[config.mk]
export PLATFORM = sky130hd
export DESIGN_NAME = ecu_core
export DESIGN_NICKNAME = d
export VERILOG_FILES = /design/src/logic/ecu_dummy_unused.sv /design/src/logic/ecu_pkg.sv /design/src/logic/ecu_core.sv
export VERILOG_INCLUDE_DIRS = /design/src /design/src/logic
export SDC_FILE = /design/constraint.sdc
export NUM_CORES = 2
export LEC_CHECK = 0
export BUFFER_PORTS_ARGS = -buffer_cell sky130_fd_sc_hd__buf_2
export CAP_MARGIN = 40
export CORE_ASPECT_RATIO = 0.75
export CORE_MARGIN = 2
export CORE_UTILIZATION = 55
export DETAILED_ROUTE_END_ITERATION = 7
export PLACE_DENSITY = 0.73
export SYNTH_ARGS = -nofsm -noshare
export SYNTH_HDL_FRONTEND = slang
export SYNTH_SLANG_ARGS = --single-unit
[constraint.sdc]
create_clock -name mclk -period 13.19 [get_ports mclk]
set_input_delay 1.9785 -clock mclk [delete_from_list [all_inputs] [get_ports mclk]]
set_output_delay 1.9785 -clock mclk [all_outputs]
set_load 0.05 [all_outputs]
[src/logic/ecu_regs.svh]
// Purpose: register offsets, field positions, reset values and cycle counts of the execution core
// Assumes: included by the core only; the package does not include it
// Notes:   definitions only
`ifndef ECU_REGS_SVH
`define ECU_REGS_SVH

// apb byte offsets
`define ECU_OFF_INSTR    8'h00
`define ECU_OFF_STATUS   8'h04
`define ECU_OFF_PC       8'h08
`define ECU_OFF_RSEL     8'h0c
`define ECU_OFF_RDATA    8'h10

// status word layout
`define ECU_ST_BUSY      8
`define ECU_ST_CYC       16

// flag bit positions in the status flags register
`define ECU_F_C          0
`define ECU_F_Z          1
`define ECU_F_N          2
`define ECU_F_V          3
`define ECU_F_S          4
`define ECU_F_H          5
`define ECU_F_T          6
`define ECU_F_I          7

// storage sizes and fixed register indices
`define ECU_NREG         32
`define ECU_NDM          64
`define ECU_NIO          32
`define ECU_R0           5'h00
`define ECU_R1           5'h01
`define ECU_XL           5'h1a
`define ECU_ZL           5'h1e
`define ECU_ZH           5'h1f

// reset values
`define ECU_RF_RESET     8'h00
`define ECU_STATUS_FLAGS_REGISTER_RESET   8'h00
`define ECU_PC_RESET     16'h0000
`define ECU_SP_RESET     6'h3f

// cycle counts and steps
`define ECU_CYC_ONE      2'h1
`define ECU_CYC_TWO      2'h2
`define ECU_CYC_THREE    2'h3
`define ECU_PC_STEP      16'h0001
`define ECU_PC_SKIP2     16'h0002
`define ECU_PC_SKIP3     16'h0003
`define ECU_SP_STEP      6'h01
`define ECU_SP_CALL      6'h02
`define ECU_ALL_ONES     8'hff
`define ECU_MODE_POSTINC 2'h1
`define ECU_MODE_PREDEC  2'h2

`endif

[src/logic/ecu_dummy_unused.sv]
// Purpose: holds no logic; the whole core sits in ecu_core
// Assumes: nothing
// Notes:   intentionally empty module-free file
`default_nettype none
`default_nettype wire

[src/logic/ecu_pkg.sv]
// Purpose: types of the execution core
// Assumes: nothing
// Notes:   instruction word layout is the ecu_instr_s struct
`default_nettype none
package ecu_pkg;

  typedef enum logic [5:0] {
    op_nop        = 6'h00, op_add        = 6'h01, op_add_carry  = 6'h02, op_sub       = 6'h03,
    op_sub_const  = 6'h04, op_sub_carry  = 6'h05, op_sub_cc     = 6'h06, op_and       = 6'h07,
    op_and_const  = 6'h08, op_or         = 6'h09, op_or_const   = 6'h0a, op_xor       = 6'h0b,
    op_clear_bits = 6'h0c, op_test       = 6'h0d, op_add_word   = 6'h0e, op_sub_word  = 6'h0f,
    op_mul_uu     = 6'h10, op_mul_ss     = 6'h11, op_mul_su     = 6'h12, op_fmul_uu   = 6'h13,
    op_fmul_ss    = 6'h14, op_fmul_su    = 6'h15, op_ijump      = 6'h16, op_indirect_call     = 6'h17,
    op_skip_rclr  = 6'h18, op_skip_rset  = 6'h19, op_skip_ioclr = 6'h1a, op_skip_ioset = 6'h1b,
    op_cmp        = 6'h1c, op_cmp_carry  = 6'h1d, op_cmp_const  = 6'h1e, op_br_set    = 6'h1f,
    op_br_clr     = 6'h20, op_br_ge      = 6'h21, op_br_lt      = 6'h22, op_load      = 6'h23,
    op_store      = 6'h24, op_load_disp  = 6'h25, op_store_disp = 6'h26, op_load_prog = 6'h27,
    op_push       = 6'h28, op_pop        = 6'h29, op_io_set     = 6'h2a, op_io_clr    = 6'h2b,
    op_shl        = 6'h2c, op_shr        = 6'h2d, op_rol        = 6'h2e, op_ror       = 6'h2f,
    op_asr        = 6'h30, op_bit_to_t   = 6'h31, op_t_to_bit   = 6'h32, op_flag_set  = 6'h33,
    op_flag_clr   = 6'h34, op_sleep      = 6'h35, op_wdog       = 6'h36
  } ecu_op_e;

  // instruction word as written to the instruction register
  typedef struct packed {
    logic [3:0] pad;       // reads back, unused
    logic       two_word;  // following instruction is two words long
    logic [2:0] bitsel;    // bit index, flag index or pointer select
    logic [7:0] imm;       // constant, offset, displacement or addressing mode
    logic [4:0] rr;        // source register or io location
    logic [4:0] rd;        // destination register
    ecu_op_e    op;        // operation
  } ecu_instr_s;

endpackage : ecu_pkg
`default_nettype wire

[src/logic/ecu_core.sv]
// Purpose: 8-bit instruction execution core with apb access
// Assumes: program memory answers pm_rdata in the same cycle as pm_addr
// Notes:   one instruction at a time; busy covers its whole cycle count
`include "ecu_regs.svh"
`default_nettype none

// Behaviour
// - add stores sum, five flags, one cycle
// - word add/sub on pair, two cycles
// - subtract register/constant, five flags, one cycle
// - and/or/xor touch Z N V only
// - clear bits ands with inverted constant
// - test ands register with itself
// - multiplies into r1:r0, Z C, two cycles
// - indirect jump 2, call 3 cycles
// - bit skips advance pc by 2 or 3
// - compare sets flags, stores nothing
// - branch to pc+k+1, one/two cycles
// - signed branches test N xor V
// - pointer loads/stores, predec and postinc
// - displacement access leaves pointer unchanged
// - program memory load, three cycles
// - push and pop, two cycles
// - io bit set/clear, two cycles
// - shifts and rotates, carry chain, one cycle
// - bit to transfer flag and back
// - per flag set and clear
// - nop, sleep, watchdog restart one cycle
module ecu_core (
  input  wire logic        mclk,        // core clock
  input  wire logic        rst,         // synchronous reset, high
  input  wire logic        psel,        // apb select
  input  wire logic        penable,     // apb enable
  input  wire logic        pwrite,      // apb direction
  input  wire logic [7:0]  paddr,       // apb byte address
  input  wire logic [31:0] pwdata,      // apb write data
  output logic      [31:0] prdata,      // apb read data
  output logic             pready,      // apb ready
  output logic             pslverr,     // apb error on unmapped address
  output logic      [15:0] pm_addr,     // program memory byte address
  input  wire logic [7:0]  pm_rdata,    // program memory byte
  output logic             sleep_req,   // sleep request pulse
  output logic             wdt_restart  // watchdog restart pulse
);

  logic [7:0]  rf [`ECU_NREG];
  logic [7:0]  dm [`ECU_NDM];
  logic [7:0]  io [`ECU_NIO];
  logic [7:0]  status_flags_register;
  logic [15:0] pc;
  logic [5:0]  sp;
  logic [4:0]  rsel;
  logic [1:0]  wait_cnt;
  logic [1:0]  last_cyc;
  logic        exec;
  ecu_pkg::ecu_instr_s ir;

  logic        busy, acc, setup, mapped, start, apb_we;
  logic [31:0] status_word;
  logic [7:0]  a, b, r8, wa_val, dm_wd, dm_wd2, io_wd, next_status_flags_register;
  logic [8:0]  s9;
  logic [15:0] pv, wv, ea, r16, ax, bx, prod, zptr, kext, ret, wb_val, next_pc;
  logic [4:0]  pb, wa, wb, io_a;
  logic [5:0]  dm_a, next_sp;
  logic [1:0]  cyc;
  logic        cin, cnd, c1, wa_en, wb_en, dm_we, dm_w2, io_we, slp, wdg;

  // apb decode
  assign setup  = psel & ~penable;
  assign acc    = psel & penable;
  assign pready = 1'b1;
  assign mapped = (paddr == `ECU_OFF_INSTR) || (paddr == `ECU_OFF_STATUS) ||
                  (paddr == `ECU_OFF_PC) || (paddr == `ECU_OFF_RSEL) ||
                  (paddr == `ECU_OFF_RDATA);
  assign pslverr = acc & ~mapped;
  assign apb_we  = acc & pwrite & ~busy;
  assign busy    = exec | (wait_cnt != 2'h0);
  assign start   = apb_we & (paddr == `ECU_OFF_INSTR);

  // status word seen by software
  always_comb begin
    status_word = '0;
    status_word[7:0] = status_flags_register;
    status_word[`ECU_ST_BUSY] = busy;
    status_word[`ECU_ST_CYC +: 2] = last_cyc;
  end

  // read data captured in the setup cycle
  always_ff @(posedge mclk) begin
    if (rst) begin
      prdata <= '0;
    end else if (setup) begin
      if (paddr == `ECU_OFF_INSTR) begin
        prdata <= ir;
      end else if (paddr == `ECU_OFF_STATUS) begin
        prdata <= status_word;
      end else if (paddr == `ECU_OFF_PC) begin
        prdata <= {16'h0000, pc};
      end else if (paddr == `ECU_OFF_RSEL) begin
        prdata <= {27'h0000000, rsel};
      end else if (paddr == `ECU_OFF_RDATA) begin
        prdata <= {24'h000000, rf[rsel]};
      end else begin
        prdata <= '0;
      end
    end
  end

  // instruction latch and cycle accounting
  always_ff @(posedge mclk) begin
    if (rst) begin
      exec     <= 1'b0;
      ir       <= '0;
      wait_cnt <= 2'h0;
      last_cyc <= 2'h0;
    end else begin
      exec <= start;
      if (start) begin
        ir <= pwdata;
      end
      if (exec) begin
        wait_cnt <= 2'(cyc - `ECU_CYC_ONE);
        last_cyc <= cyc;
      end else if (wait_cnt != 2'h0) begin
        wait_cnt <= 2'(wait_cnt - 2'h1);
      end
    end
  end

  // operand fetch
  assign zptr    = {rf[`ECU_ZH], rf[`ECU_ZL]};
  assign pm_addr = zptr;
  assign pb      = `ECU_XL + {2'b00, ir.bitsel[1:0], 1'b0};
  assign pv      = {rf[pb | 5'h01], rf[pb]};
  assign wv      = {rf[{ir.rd[4:1], 1'b1}], rf[{ir.rd[4:1], 1'b0}]};
  assign kext    = {{8{ir.imm[7]}}, ir.imm};
  assign ret     = pc + `ECU_PC_STEP;

  // execution datapath
  always_comb begin
    a = rf[ir.rd];
    b = rf[ir.rr];
    cin = 1'b0; cnd = 1'b0; c1 = 1'b0;
    s9 = '0; r8 = '0; r16 = '0; ax = '0; bx = '0; prod = '0;
    wa_en = 1'b0; wa = ir.rd; wa_val = a;
    wb_en = 1'b0; wb = pb; wb_val = pv;
    ea = pv;
    dm_we = 1'b0; dm_w2 = 1'b0; dm_a = sp; dm_wd = a; dm_wd2 = ret[15:8];
    io_we = 1'b0; io_a = ir.rr; io_wd = io[ir.rr];
    next_status_flags_register = status_flags_register; next_pc = ret; next_sp = sp; cyc = `ECU_CYC_ONE;
    slp = 1'b0; wdg = 1'b0;
    case (ir.op)
      ecu_pkg::op_add, ecu_pkg::op_add_carry: begin
        cin = (ir.op == ecu_pkg::op_add_carry) & status_flags_register[`ECU_F_C];
        s9 = {1'b0, a} + {1'b0, b} + {8'h00, cin};
        r8 = s9[7:0];
        next_status_flags_register[`ECU_F_C] = s9[8];
        next_status_flags_register[`ECU_F_H] = (a[3] & b[3]) | (b[3] & ~r8[3]) | (~r8[3] & a[3]);
        next_status_flags_register[`ECU_F_V] = (a[7] & b[7] & ~r8[7]) | (~a[7] & ~b[7] & r8[7]);
        next_status_flags_register[`ECU_F_N] = r8[7];
        next_status_flags_register[`ECU_F_Z] = ~|r8;
        wa_en = 1'b1; wa_val = r8;
      end
      ecu_pkg::op_sub, ecu_pkg::op_sub_const, ecu_pkg::op_sub_carry, ecu_pkg::op_sub_cc,
      ecu_pkg::op_cmp, ecu_pkg::op_cmp_carry, ecu_pkg::op_cmp_const: begin
        if (ir.op == ecu_pkg::op_sub_const || ir.op == ecu_pkg::op_sub_cc ||
            ir.op == ecu_pkg::op_cmp_const) begin
          b = ir.imm;
        end
        cin = (ir.op == ecu_pkg::op_sub_carry || ir.op == ecu_pkg::op_sub_cc ||
               ir.op == ecu_pkg::op_cmp_carry) & status_flags_register[`ECU_F_C];
        s9 = {1'b0, a} - {1'b0, b} - {8'h00, cin};
        r8 = s9[7:0];
        next_status_flags_register[`ECU_F_C] = s9[8];
        next_status_flags_register[`ECU_F_H] = (~a[3] & b[3]) | (b[3] & r8[3]) | (r8[3] & ~a[3]);
        next_status_flags_register[`ECU_F_V] = (a[7] & ~b[7] & ~r8[7]) | (~a[7] & b[7] & r8[7]);
        next_status_flags_register[`ECU_F_N] = r8[7];
        next_status_flags_register[`ECU_F_Z] = ~|r8;
        wa_en = (ir.op != ecu_pkg::op_cmp) && (ir.op != ecu_pkg::op_cmp_carry) &&
                (ir.op != ecu_pkg::op_cmp_const);
        wa_val = r8;
      end
      ecu_pkg::op_and, ecu_pkg::op_and_const, ecu_pkg::op_or, ecu_pkg::op_or_const,
      ecu_pkg::op_xor, ecu_pkg::op_clear_bits, ecu_pkg::op_test: begin
        if (ir.op == ecu_pkg::op_and) begin
          r8 = a & b;
        end else if (ir.op == ecu_pkg::op_and_const) begin
          r8 = a & ir.imm;
        end else if (ir.op == ecu_pkg::op_or) begin
          r8 = a | b;
        end else if (ir.op == ecu_pkg::op_or_const) begin
          r8 = a | ir.imm;
        end else if (ir.op == ecu_pkg::op_xor) begin
          r8 = a ^ b;
        end else if (ir.op == ecu_pkg::op_clear_bits) begin
          r8 = a & (`ECU_ALL_ONES - ir.imm);
        end else begin
          r8 = a & a;
        end
        next_status_flags_register[`ECU_F_V] = 1'b0;
        next_status_flags_register[`ECU_F_N] = r8[7];
        next_status_flags_register[`ECU_F_Z] = ~|r8;
        wa_en = 1'b1; wa_val = r8;
      end
      ecu_pkg::op_add_word, ecu_pkg::op_sub_word: begin
        if (ir.op == ecu_pkg::op_add_word) begin
          r16 = wv + {10'h000, ir.imm[5:0]};
          next_status_flags_register[`ECU_F_V] = ~wv[15] & r16[15];
          next_status_flags_register[`ECU_F_C] = wv[15] & ~r16[15];
        end else begin
          r16 = wv - {10'h000, ir.imm[5:0]};
          next_status_flags_register[`ECU_F_V] = wv[15] & ~r16[15];
          next_status_flags_register[`ECU_F_C] = ~wv[15] & r16[15];
        end
        next_status_flags_register[`ECU_F_N] = r16[15];
        next_status_flags_register[`ECU_F_S] = r16[15] ^ next_status_flags_register[`ECU_F_V];
        next_status_flags_register[`ECU_F_Z] = ~|r16;
        wb_en = 1'b1; wb = {ir.rd[4:1], 1'b0}; wb_val = r16;
        cyc = `ECU_CYC_TWO;
      end
      ecu_pkg::op_mul_uu, ecu_pkg::op_mul_ss, ecu_pkg::op_mul_su,
      ecu_pkg::op_fmul_uu, ecu_pkg::op_fmul_ss, ecu_pkg::op_fmul_su: begin
        ax = (ir.op == ecu_pkg::op_mul_uu || ir.op == ecu_pkg::op_fmul_uu) ?
             {8'h00, a} : {{8{a[7]}}, a};
        bx = (ir.op == ecu_pkg::op_mul_ss || ir.op == ecu_pkg::op_fmul_ss) ?
             {{8{b[7]}}, b} : {8'h00, b};
        prod = ax * bx;
        next_status_flags_register[`ECU_F_C] = prod[15];
        if (ir.op == ecu_pkg::op_fmul_uu || ir.op == ecu_pkg::op_fmul_ss ||
            ir.op == ecu_pkg::op_fmul_su) begin
          r16 = {prod[14:0], 1'b0};
        end else begin
          r16 = prod;
        end
        next_status_flags_register[`ECU_F_Z] = ~|r16;
        wb_en = 1'b1; wb = `ECU_R0; wb_val = r16;
        cyc = `ECU_CYC_TWO;
      end
      ecu_pkg::op_ijump: begin
        next_pc = zptr;
        cyc = `ECU_CYC_TWO;
      end
      ecu_pkg::op_indirect_call: begin
        next_pc = zptr;
        dm_we = 1'b1; dm_wd = ret[7:0];
        dm_w2 = 1'b1;
        next_sp = 6'(sp - `ECU_SP_CALL);
        cyc = `ECU_CYC_THREE;
      end
      ecu_pkg::op_skip_rclr, ecu_pkg::op_skip_rset, ecu_pkg::op_skip_ioclr,
      ecu_pkg::op_skip_ioset: begin
        if (ir.op == ecu_pkg::op_skip_rclr) begin
          cnd = ~a[ir.bitsel];
        end else if (ir.op == ecu_pkg::op_skip_rset) begin
          cnd = a[ir.bitsel];
        end else if (ir.op == ecu_pkg::op_skip_ioclr) begin
          cnd = ~io[ir.rr][ir.bitsel];
        end else begin
          cnd = io[ir.rr][ir.bitsel];
        end
        if (cnd) begin
          next_pc = pc + (ir.two_word ? `ECU_PC_SKIP3 : `ECU_PC_SKIP2);
          cyc = ir.two_word ? `ECU_CYC_THREE : `ECU_CYC_TWO;
        end
      end
      ecu_pkg::op_br_set, ecu_pkg::op_br_clr, ecu_pkg::op_br_ge, ecu_pkg::op_br_lt: begin
        if (ir.op == ecu_pkg::op_br_set) begin
          cnd = status_flags_register[ir.bitsel];
        end else if (ir.op == ecu_pkg::op_br_clr) begin
          cnd = ~status_flags_register[ir.bitsel];
        end else if (ir.op == ecu_pkg::op_br_ge) begin
          cnd = ~(status_flags_register[`ECU_F_N] ^ status_flags_register[`ECU_F_V]);
        end else begin
          cnd = status_flags_register[`ECU_F_N] ^ status_flags_register[`ECU_F_V];
        end
        if (cnd) begin
          next_pc = pc + kext + `ECU_PC_STEP;
          cyc = `ECU_CYC_TWO;
        end
      end
      ecu_pkg::op_load, ecu_pkg::op_store: begin
        if (ir.imm[1:0] == `ECU_MODE_PREDEC) begin
          ea = pv - `ECU_PC_STEP;
          wb_en = 1'b1; wb_val = ea;
        end else if (ir.imm[1:0] == `ECU_MODE_POSTINC) begin
          wb_en = 1'b1; wb_val = pv + `ECU_PC_STEP;
        end
        wa_en = (ir.op == ecu_pkg::op_load);
        wa_val = dm[ea[5:0]];
        dm_we = (ir.op == ecu_pkg::op_store); dm_a = ea[5:0];
        cyc = `ECU_CYC_TWO;
      end
      ecu_pkg::op_load_disp, ecu_pkg::op_store_disp: begin
        ea = pv + {10'h000, ir.imm[5:0]};
        wa_en = (ir.op == ecu_pkg::op_load_disp);
        wa_val = dm[ea[5:0]];
        dm_we = (ir.op == ecu_pkg::op_store_disp); dm_a = ea[5:0];
        cyc = `ECU_CYC_TWO;
      end
      ecu_pkg::op_load_prog: begin
        wa_en = 1'b1; wa_val = pm_rdata;
        wb_en = ir.imm[0]; wb = `ECU_ZL; wb_val = zptr + `ECU_PC_STEP;
        cyc = `ECU_CYC_THREE;
      end
      ecu_pkg::op_push: begin
        dm_we = 1'b1;
        next_sp = 6'(sp - `ECU_SP_STEP);
        cyc = `ECU_CYC_TWO;
      end
      ecu_pkg::op_pop: begin
        next_sp = 6'(sp + `ECU_SP_STEP);
        wa_en = 1'b1; wa_val = dm[next_sp];
        cyc = `ECU_CYC_TWO;
      end
      ecu_pkg::op_io_set, ecu_pkg::op_io_clr: begin
        io_we = 1'b1;
        io_wd[ir.bitsel] = (ir.op == ecu_pkg::op_io_set);
        cyc = `ECU_CYC_TWO;
      end
      ecu_pkg::op_shl, ecu_pkg::op_shr, ecu_pkg::op_rol, ecu_pkg::op_ror, ecu_pkg::op_asr: begin
        if (ir.op == ecu_pkg::op_shl) begin
          r8 = {a[6:0], 1'b0}; c1 = a[7];
        end else if (ir.op == ecu_pkg::op_rol) begin
          r8 = {a[6:0], status_flags_register[`ECU_F_C]}; c1 = a[7];
        end else if (ir.op == ecu_pkg::op_shr) begin
          r8 = {1'b0, a[7:1]}; c1 = a[0];
        end else if (ir.op == ecu_pkg::op_ror) begin
          r8 = {status_flags_register[`ECU_F_C], a[7:1]}; c1 = a[0];
        end else begin
          r8 = {a[7], a[7:1]}; c1 = a[0];
        end
        next_status_flags_register[`ECU_F_C] = c1;
        next_status_flags_register[`ECU_F_N] = r8[7];
        next_status_flags_register[`ECU_F_V] = r8[7] ^ c1;
        next_status_flags_register[`ECU_F_Z] = ~|r8;
        wa_en = 1'b1; wa_val = r8;
      end
      ecu_pkg::op_bit_to_t: begin
        next_status_flags_register[`ECU_F_T] = a[ir.bitsel];
      end
      ecu_pkg::op_t_to_bit: begin
        wa_en = 1'b1;
        wa_val[ir.bitsel] = status_flags_register[`ECU_F_T];
      end
      ecu_pkg::op_flag_set, ecu_pkg::op_flag_clr: begin
        next_status_flags_register[ir.bitsel] = (ir.op == ecu_pkg::op_flag_set);
      end
      ecu_pkg::op_sleep: slp = 1'b1;
      ecu_pkg::op_wdog:  wdg = 1'b1;
      default: ;
    endcase
  end

  // register file, one process per entry
  for (genvar g = 0; g < `ECU_NREG; g++) begin : g_rf
    always_ff @(posedge mclk) begin
      if (rst) begin
        rf[g] <= `ECU_RF_RESET;
      end else if (exec && wa_en && wa == 5'(g)) begin
        rf[g] <= wa_val;
      end else if (exec && wb_en && wb[4:1] == 4'(g / 2)) begin
        rf[g] <= wb_val[8 * (g % 2) +: 8];
      end else if (apb_we && paddr == `ECU_OFF_RDATA && rsel == 5'(g)) begin
        rf[g] <= pwdata[7:0];
      end
    end
  end

  // data memory and stack, return address low byte at sp, high below
  always_ff @(posedge mclk) begin
    if (exec && dm_we) begin
      dm[dm_a] <= dm_wd;
    end
    if (exec && dm_w2) begin
      dm[6'(dm_a - `ECU_SP_STEP)] <= dm_wd2;
    end
  end

  // io space
  always_ff @(posedge mclk) begin
    if (exec && io_we) begin
      io[io_a] <= io_wd;
    end
  end

  // program counter, flags, stack pointer, register select
  always_ff @(posedge mclk) begin
    if (rst) begin
      pc   <= `ECU_PC_RESET;
      status_flags_register <= `ECU_STATUS_FLAGS_REGISTER_RESET;
      sp   <= `ECU_SP_RESET;
      rsel <= 5'h00;
    end else begin
      if (exec) begin
        pc   <= next_pc;
        status_flags_register <= next_status_flags_register;
        sp   <= next_sp;
      end else if (apb_we && paddr == `ECU_OFF_PC) begin
        pc <= pwdata[15:0];
      end else if (apb_we && paddr == `ECU_OFF_STATUS) begin
        status_flags_register <= pwdata[7:0];
      end
      if (acc && pwrite && paddr == `ECU_OFF_RSEL) begin
        rsel <= pwdata[4:0];
      end
    end
  end

  // side-effect pulses for sleep and watchdog units
  always_ff @(posedge mclk) begin
    if (rst) begin
      sleep_req   <= 1'b0;
      wdt_restart <= 1'b0;
    end else begin
      sleep_req   <= exec & slp;
      wdt_restart <= exec & wdg;
    end
  end
endmodule : ecu_core
`default_nettype wire

Word level (Yosys, flattened, before mapping). Memory sizes are Yosys's and may differ from the RTL's. A register that Yosys moved wholly into a read port is not among the register bits. Cells that the tools add are included.

Register bits: 106. RAM bits: 1024. Output and inout bits: 52. Word-level logic and storage cells: 1085. Memories: 3.

Memories: dm (words 64, width 8, rd ports 3, clocked after memory_dff 0, wr ports 2, RTL line ecu_core.sv:47) `` logic [7:0] dm [`ECU_NDM]; ``; io (words 32, width 8, rd ports 1, clocked after memory_dff 1, wr ports 1, RTL line ecu_core.sv:48) `` logic [7:0] io [`ECU_NIO]; ``; rf (words 32, width 8, rd ports 9, clocked after memory_dff 5, wr ports 32, RTL line ecu_core.sv:46) `` logic [7:0] rf [`ECU_NREG]; ``.

Add/subtract/negate cells: 22. Multipliers: 1. $lt $le $gt $ge: 2. Equality and inequality tests: 148. Multiplexer cells: 576. Bitwise operators: 158. Reduce and logical (&&, ||, !) cells: 152.

Operator list (count): $mux W8 (117); $mux W1 (403); $mux W16 (13); $eq A5 B5 Y1 const B (32); $eq A6 B6 Y1 const B (23); $or A1 B1 Y1 (103); $eq A6 B5 Y1 const B (16); $logic_and A1 B1 Y1 (93); $eq A5 B4 Y1 const B (16); $pmux W8 S9 (1); $add A16 B1 Y16 const B (4); $pmux W16 S4 (1); $mux W5 (12); $eq A6 B4 Y1 const B (8); $pmux W16 S3 (1); $eq A5 B3 Y1 const B (8); $reduce_or A8 Y1 (5); $reduce_or A17 Y1 (2); $and A8 B8 Y8 (4); $eq A4 B4 Y1 const B (8); $mux W32 (1); $reduce_or A16 Y1 (2); $and A1 B1 Y1 (28); $bwmux W8 (3); other kinds (72) (155).

Longest topological paths before layout.
Depth after elaboration: 13. Depth in mapped cells: 35.

Worst setup path before layout. Ideal clock, no wire load.

Kind: reg2reg. Start point: reg with a tool-made name. End point: mem rf[11][7], data pin. Library setup time: 0.292 ns. Arrival time: 9.378 ns. Setup slack: 3.520 ns. Stages on the path, launching flop included: 32. Path buffers: 5. Period minus slack after synthesis: 9.670 ns. Path through: dfxtp_1 > buf_2 > buf_4 > buf_1 > buf_1 > buf_1 > mux4_2 > mux4_2 > mux2i_1 > inv_1 > nand3_1 > inv_1 > fa_1 > inv_1 > fa_1 > fa_1 > inv_1 > fa_1 > inv_1 > fa_1 > fa_1 > xnor2_1 > xnor2_1 > xnor3_1 > xnor2_1 > xnor2_1 > xnor2_1 > xnor2_1 > xnor2_1 > a211oi_1 > nor3_1 > o221ai_1.

RTL lines (RTL line): to (decl) (ecu_core.sv:46).

==> out/summary.txt <==
Synth-to-Final Area Change = 9.400%
RSZ-0062 raised after global routing = no
total wirelength of the detailed-routed design = 344.0 mm
overall die width = 452.5 microns
insertion delay of the later-clocked pin in the worst-skew pair = 0.84 ns
cts bufs inserted = 114
synthesized instance count = 6742
number of iterations in the first detailed-routing pass = 8
site row count = 123
total power = 8.201 mW
clock period minus final worst setup slack = 9.723 ns
Non-Filler Instances = 8833
ratio of routed vias to standard cells = 7.840
detailed-route DRC error count = 8
cell mode on critical path = sky130_fd_sc_hd__xnor2_1
placed wire-length estimate after detailed placement = 246.5 mm
headroom to the max-slew limit = 0.2761
area of the die = 154000 sq um
PwrDens = 90.35 nW/um^2
sink of the worst hold path = prdata[3]$_SDFFE_PP0P_
setup slack of the worst register-to-register path = 3.47 ns
number of synthesized register bits = 1145
Inst Count DP = 8593
critical path launch point type = flop
All-Layer GR Usage = 0.4399
max-cap viol count = 0
# hold bufs at CTS = 0
sequential cell area fraction in the yosys report = 0.3998
Hold Crit Class = flop to flop
antenna violations before repair = 15
hold violation total from the final report = 0
vias in the first global route = 64580
setup repair bufs after CTS = 0
total standard cell area after synthesis = 82970 sq um
longest individual stage delay on the worst path = 0.87 ns
number of synthesized flops with an enable pin = 1024
fmax = 102.9 MHz
initial core utilization = 0.5535
clock tree from TritonCTS = built
clock tree buffer depth = 3
HP Start = prdata[3]$_SDFFE_PP0P_
ports placed on the boundary = 105
average wire per standard cell = 38.94 microns
crit path kind = flop to flop
kind of end point of the critical path = flop
maximum level of the CTS H-tree = 3
routability-driven placement congestion ratio = 1.075
violations in the final reports = DRC
slowest library cell on the worst path = sky130_fd_sc_hd__dfxtp_4
IO Port Bufs = 103
leakage power summed over all cells = 30.16 nW
worst hold path depth = 2
data arrival at the endpoint of the critical path = 10.23 ns
Slew Limit Fails = 0
wire length of the first global-routing pass = 485.4 mm
peak supply drop = 109.9 uV
Post-Syn Nets = 7011
total global routing overflow = 0
core area = 149900 sq um
most used flip-flop cell after synthesis = sky130_fd_sc_hd__edfxtp_1
Worst Clk Skew = 0.05957 ns
maximum number of pins on one net before global-route repair = 90
layout filler cell count = 11750
per-instance average area after synthesis = 12.31 sq um
Die Height = 340.4 microns
worst path required time = 13.70 ns
final number of setup-violating endpoints = 0
worst-path maximum fanout = 42
clk slew on worst S/H paths = 0.06 ns
count of different cell masters after synthesis = 125
post-cts sizing count = 0
Post-layout nets = 6989
Total Neg Setup Slack = 0 ns
slew of the pin with the lowest slew margin = 1.058 ns
Clock Tree Root = sky130_fd_sc_hd__clkbuf_16
outcome = finished, violations left
Crit Reg-Reg Endpoint = rf[15][7]$_DFFE_PP_
DR iter-0 viols = 13230
detailed-route via count = 69250
synth warn = 0
final period utilization = 0.7371
clock sink total = 1145
number of cell instances on the worst register-to-register path = 29
Async SR Flop Fraction = 0
remaining number of nets flagged by the antenna check after routing = 0
share of final-layout standard cells stronger than drive strength 1 = 0.2472
==> cell usage in the layout (no fill, tap or decap), types with 59 or more instances in the layout <==
master and instances:
sky130_fd_sc_hd__nand2_1 708, sky130_fd_sc_hd__buf_2 108, sky130_fd_sc_hd__o21ai_0 130, sky130_fd_sc_hd__buf_4 312, sky130_fd_sc_hd__mux4_2 772, sky130_fd_sc_hd__o21ai_1 59, sky130_fd_sc_hd__nand3_1 126, sky130_fd_sc_hd__xnor2_1 77
sky130_fd_sc_hd__ha_1 129, sky130_fd_sc_hd__a21oi_1 241, sky130_fd_sc_hd__fa_1 83, sky130_fd_sc_hd__inv_1 199, sky130_fd_sc_hd__nor2_1 386, sky130_fd_sc_hd__dfxtp_1 107, sky130_fd_sc_hd__o221ai_1 281, sky130_fd_sc_hd__clkbuf_16 116
sky130_fd_sc_hd__a211oi_1 70, sky130_fd_sc_hd__mux2i_1 669, sky130_fd_sc_hd__o22ai_1 84, sky130_fd_sc_hd__edfxtp_1 1024, sky130_fd_sc_hd__nor3_1 91
==> layout make-up <==
| class | instances | area [sq um] | share of cell area |
|---|---|---|---|
| flip-flops and latches | 1145 | 33200 | 0.3658 |
| well taps | 2000 | 2502 | 0.02757 |
| repair buffers | 471 | 3759 | 0.04141 |
| clock buffers | 148 | 3062 | 0.03373 |
| clock inverters | 68 | 645.6 | 0.007113 |
| multi-input cells | 4775 | 46760 | 0.5152 |
| diodes | 13 | 32.53 | 0.0003584 |
| inverters | 213 | 802.0 | 0.008836 |
==> synth_stat cells (27+ instances only) <==
| library cell | count | area (sq um) |
|---|---|---|
| sky130_fd_sc_hd__a211oi_1 | 71 | 533.0 |
| sky130_fd_sc_hd__a21o_1 | 27 | 202.7 |
| sky130_fd_sc_hd__a21oi_1 | 244 | 1221 |
| sky130_fd_sc_hd__a221oi_1 | 27 | 236.5 |
| sky130_fd_sc_hd__a22oi_1 | 29 | 217.7 |
| sky130_fd_sc_hd__buf_1 | 57 | 214.0 |
| sky130_fd_sc_hd__buf_2 | 95 | 475.5 |
| sky130_fd_sc_hd__buf_4 | 29 | 217.7 |
| sky130_fd_sc_hd__buf_6 | 28 | 315.3 |
| sky130_fd_sc_hd__clkbuf_1 | 398 | 1494 |
| sky130_fd_sc_hd__dfxtp_1 | 121 | 2422 |
| sky130_fd_sc_hd__edfxtp_1 | 1024 | 30750 |
| sky130_fd_sc_hd__fa_1 | 84 | 1682 |
| sky130_fd_sc_hd__ha_1 | 132 | 1652 |
| sky130_fd_sc_hd__inv_1 | 199 | 747.0 |
| sky130_fd_sc_hd__mux2_2 | 35 | 394.1 |
| sky130_fd_sc_hd__mux2i_1 | 671 | 6716 |
| sky130_fd_sc_hd__mux4_2 | 772 | 17390 |
| sky130_fd_sc_hd__nand2_1 | 708 | 2658 |
| sky130_fd_sc_hd__nand3_1 | 126 | 630.6 |
| sky130_fd_sc_hd__nand4_1 | 28 | 175.2 |
| sky130_fd_sc_hd__nor2_1 | 388 | 1456 |
| sky130_fd_sc_hd__nor2_4 | 37 | 416.7 |
| sky130_fd_sc_hd__nor2b_1 | 54 | 337.8 |
| sky130_fd_sc_hd__nor3_1 | 97 | 485.5 |
| sky130_fd_sc_hd__o211ai_1 | 44 | 330.3 |
| sky130_fd_sc_hd__o21ai_0 | 150 | 750.7 |
| sky130_fd_sc_hd__o21ai_1 | 49 | 245.2 |
| sky130_fd_sc_hd__o221ai_1 | 292 | 2557 |
| sky130_fd_sc_hd__o22ai_1 | 90 | 563.0 |
| sky130_fd_sc_hd__xnor2_1 | 89 | 779.5 |
| sky130_fd_sc_hd__xor2_1 | 34 | 297.8 |
==> per-stage QoR <==
step | hold slack [ns] | utilization | area (sq um) | worst slack [ns]
floorplan | 0.4366 | - | 82970 | 3.520
global placement | 0.4387 | 0.5714 | 85650 | 3.199
detailed placement | 0.4459 | 0.5796 | 86880 | 3.521
CTS | 0.4541 | 0.6043 | 90590 | 3.464
global route | 0.4684 | 0.6053 | 90740 | 2.878
finish | 0.4560 | 0.6055 | 90770 | 3.467
==> kinds of logic after synthesis <==
logic type               count (synthesis)  share of synthesized area
AND/OR/NAND/NOR                       1679                    0.09638
multiplexers                          1490                     0.2979
AO/OA/AOI/OAI                         1260                     0.1086
flip-flops                            1145                     0.3998
buffers and inverters                  822                    0.04277
adder cells (fa/ha/maj)                216                    0.04017
XOR/XNOR                               129                    0.01437
other                                    1                 0.00004520
==> worst max path at each step <==
| stage | end | slack, ns | cells after the start |
|---|---|---|---|
| 2_1_floorplan | rf[11][7]$_DFFE_PP_ | 3.52 | 31 |
| 3_3_place_gp | rf[13][7]$_DFFE_PP_ | 3.20 | 28 |
| 3_5_place_dp | rf[15][7]$_DFFE_PP_ | 3.52 | 29 |
| 4_1_cts | rf[15][7]$_DFFE_PP_ | 3.46 | 29 |
| 5_1_grt | rf[17][7]$_DFFE_PP_ | 2.88 | 29 |
| 6_report | rf[15][7]$_DFFE_PP_ | 3.47 | 29 |
==> worst max-delay path, delay by kind of cell, from the launching register on <==
kind / cells / cell delay (ns)
AO/OA/AOI/OAI: 2 / 0.37
XOR/XNOR: 8 / 1.78
adder cells (fa/ha/maj): 6 / 2.95
buffers and inverters: 8 / 1.70
flip-flops: 1 / 0.87
multiplexers: 3 / 1.22
AND/OR/NAND/NOR: 2 / 0.44
==> layer usage <==
layer,track usage,up-vias,part of all wire
met3,0.2299,1164,0.19
met2,0.5826,6937,0.40
met4,0.1840,22,0.053
li1,-,26800,-
met5,0.01593,-,0.0014
met1,0.5996,34330,0.36
==> state kept, by name (all words and copies together) (netlist names), named ones only <==
signal,flops
dm,512
io,256
rf,256
prdata,32
ir,22
pc,16
status_flags_register,8
sp,6
io_a,5
rsel,5
wa,5
last_cyc,2
wait_cnt,2
exec,1
sleep_req,1
wdt_restart,1
==> where the power goes <==
group | switching, mW | internal, mW | leakage [nW]
sequential | 0.0691 | 3.95 | 10.5
combinational | 0.502 | 0.308 | 17.9
clock | 1.57 | 1.81 | 1.80
No activity file was read; power rests on OpenSTA's default activity.
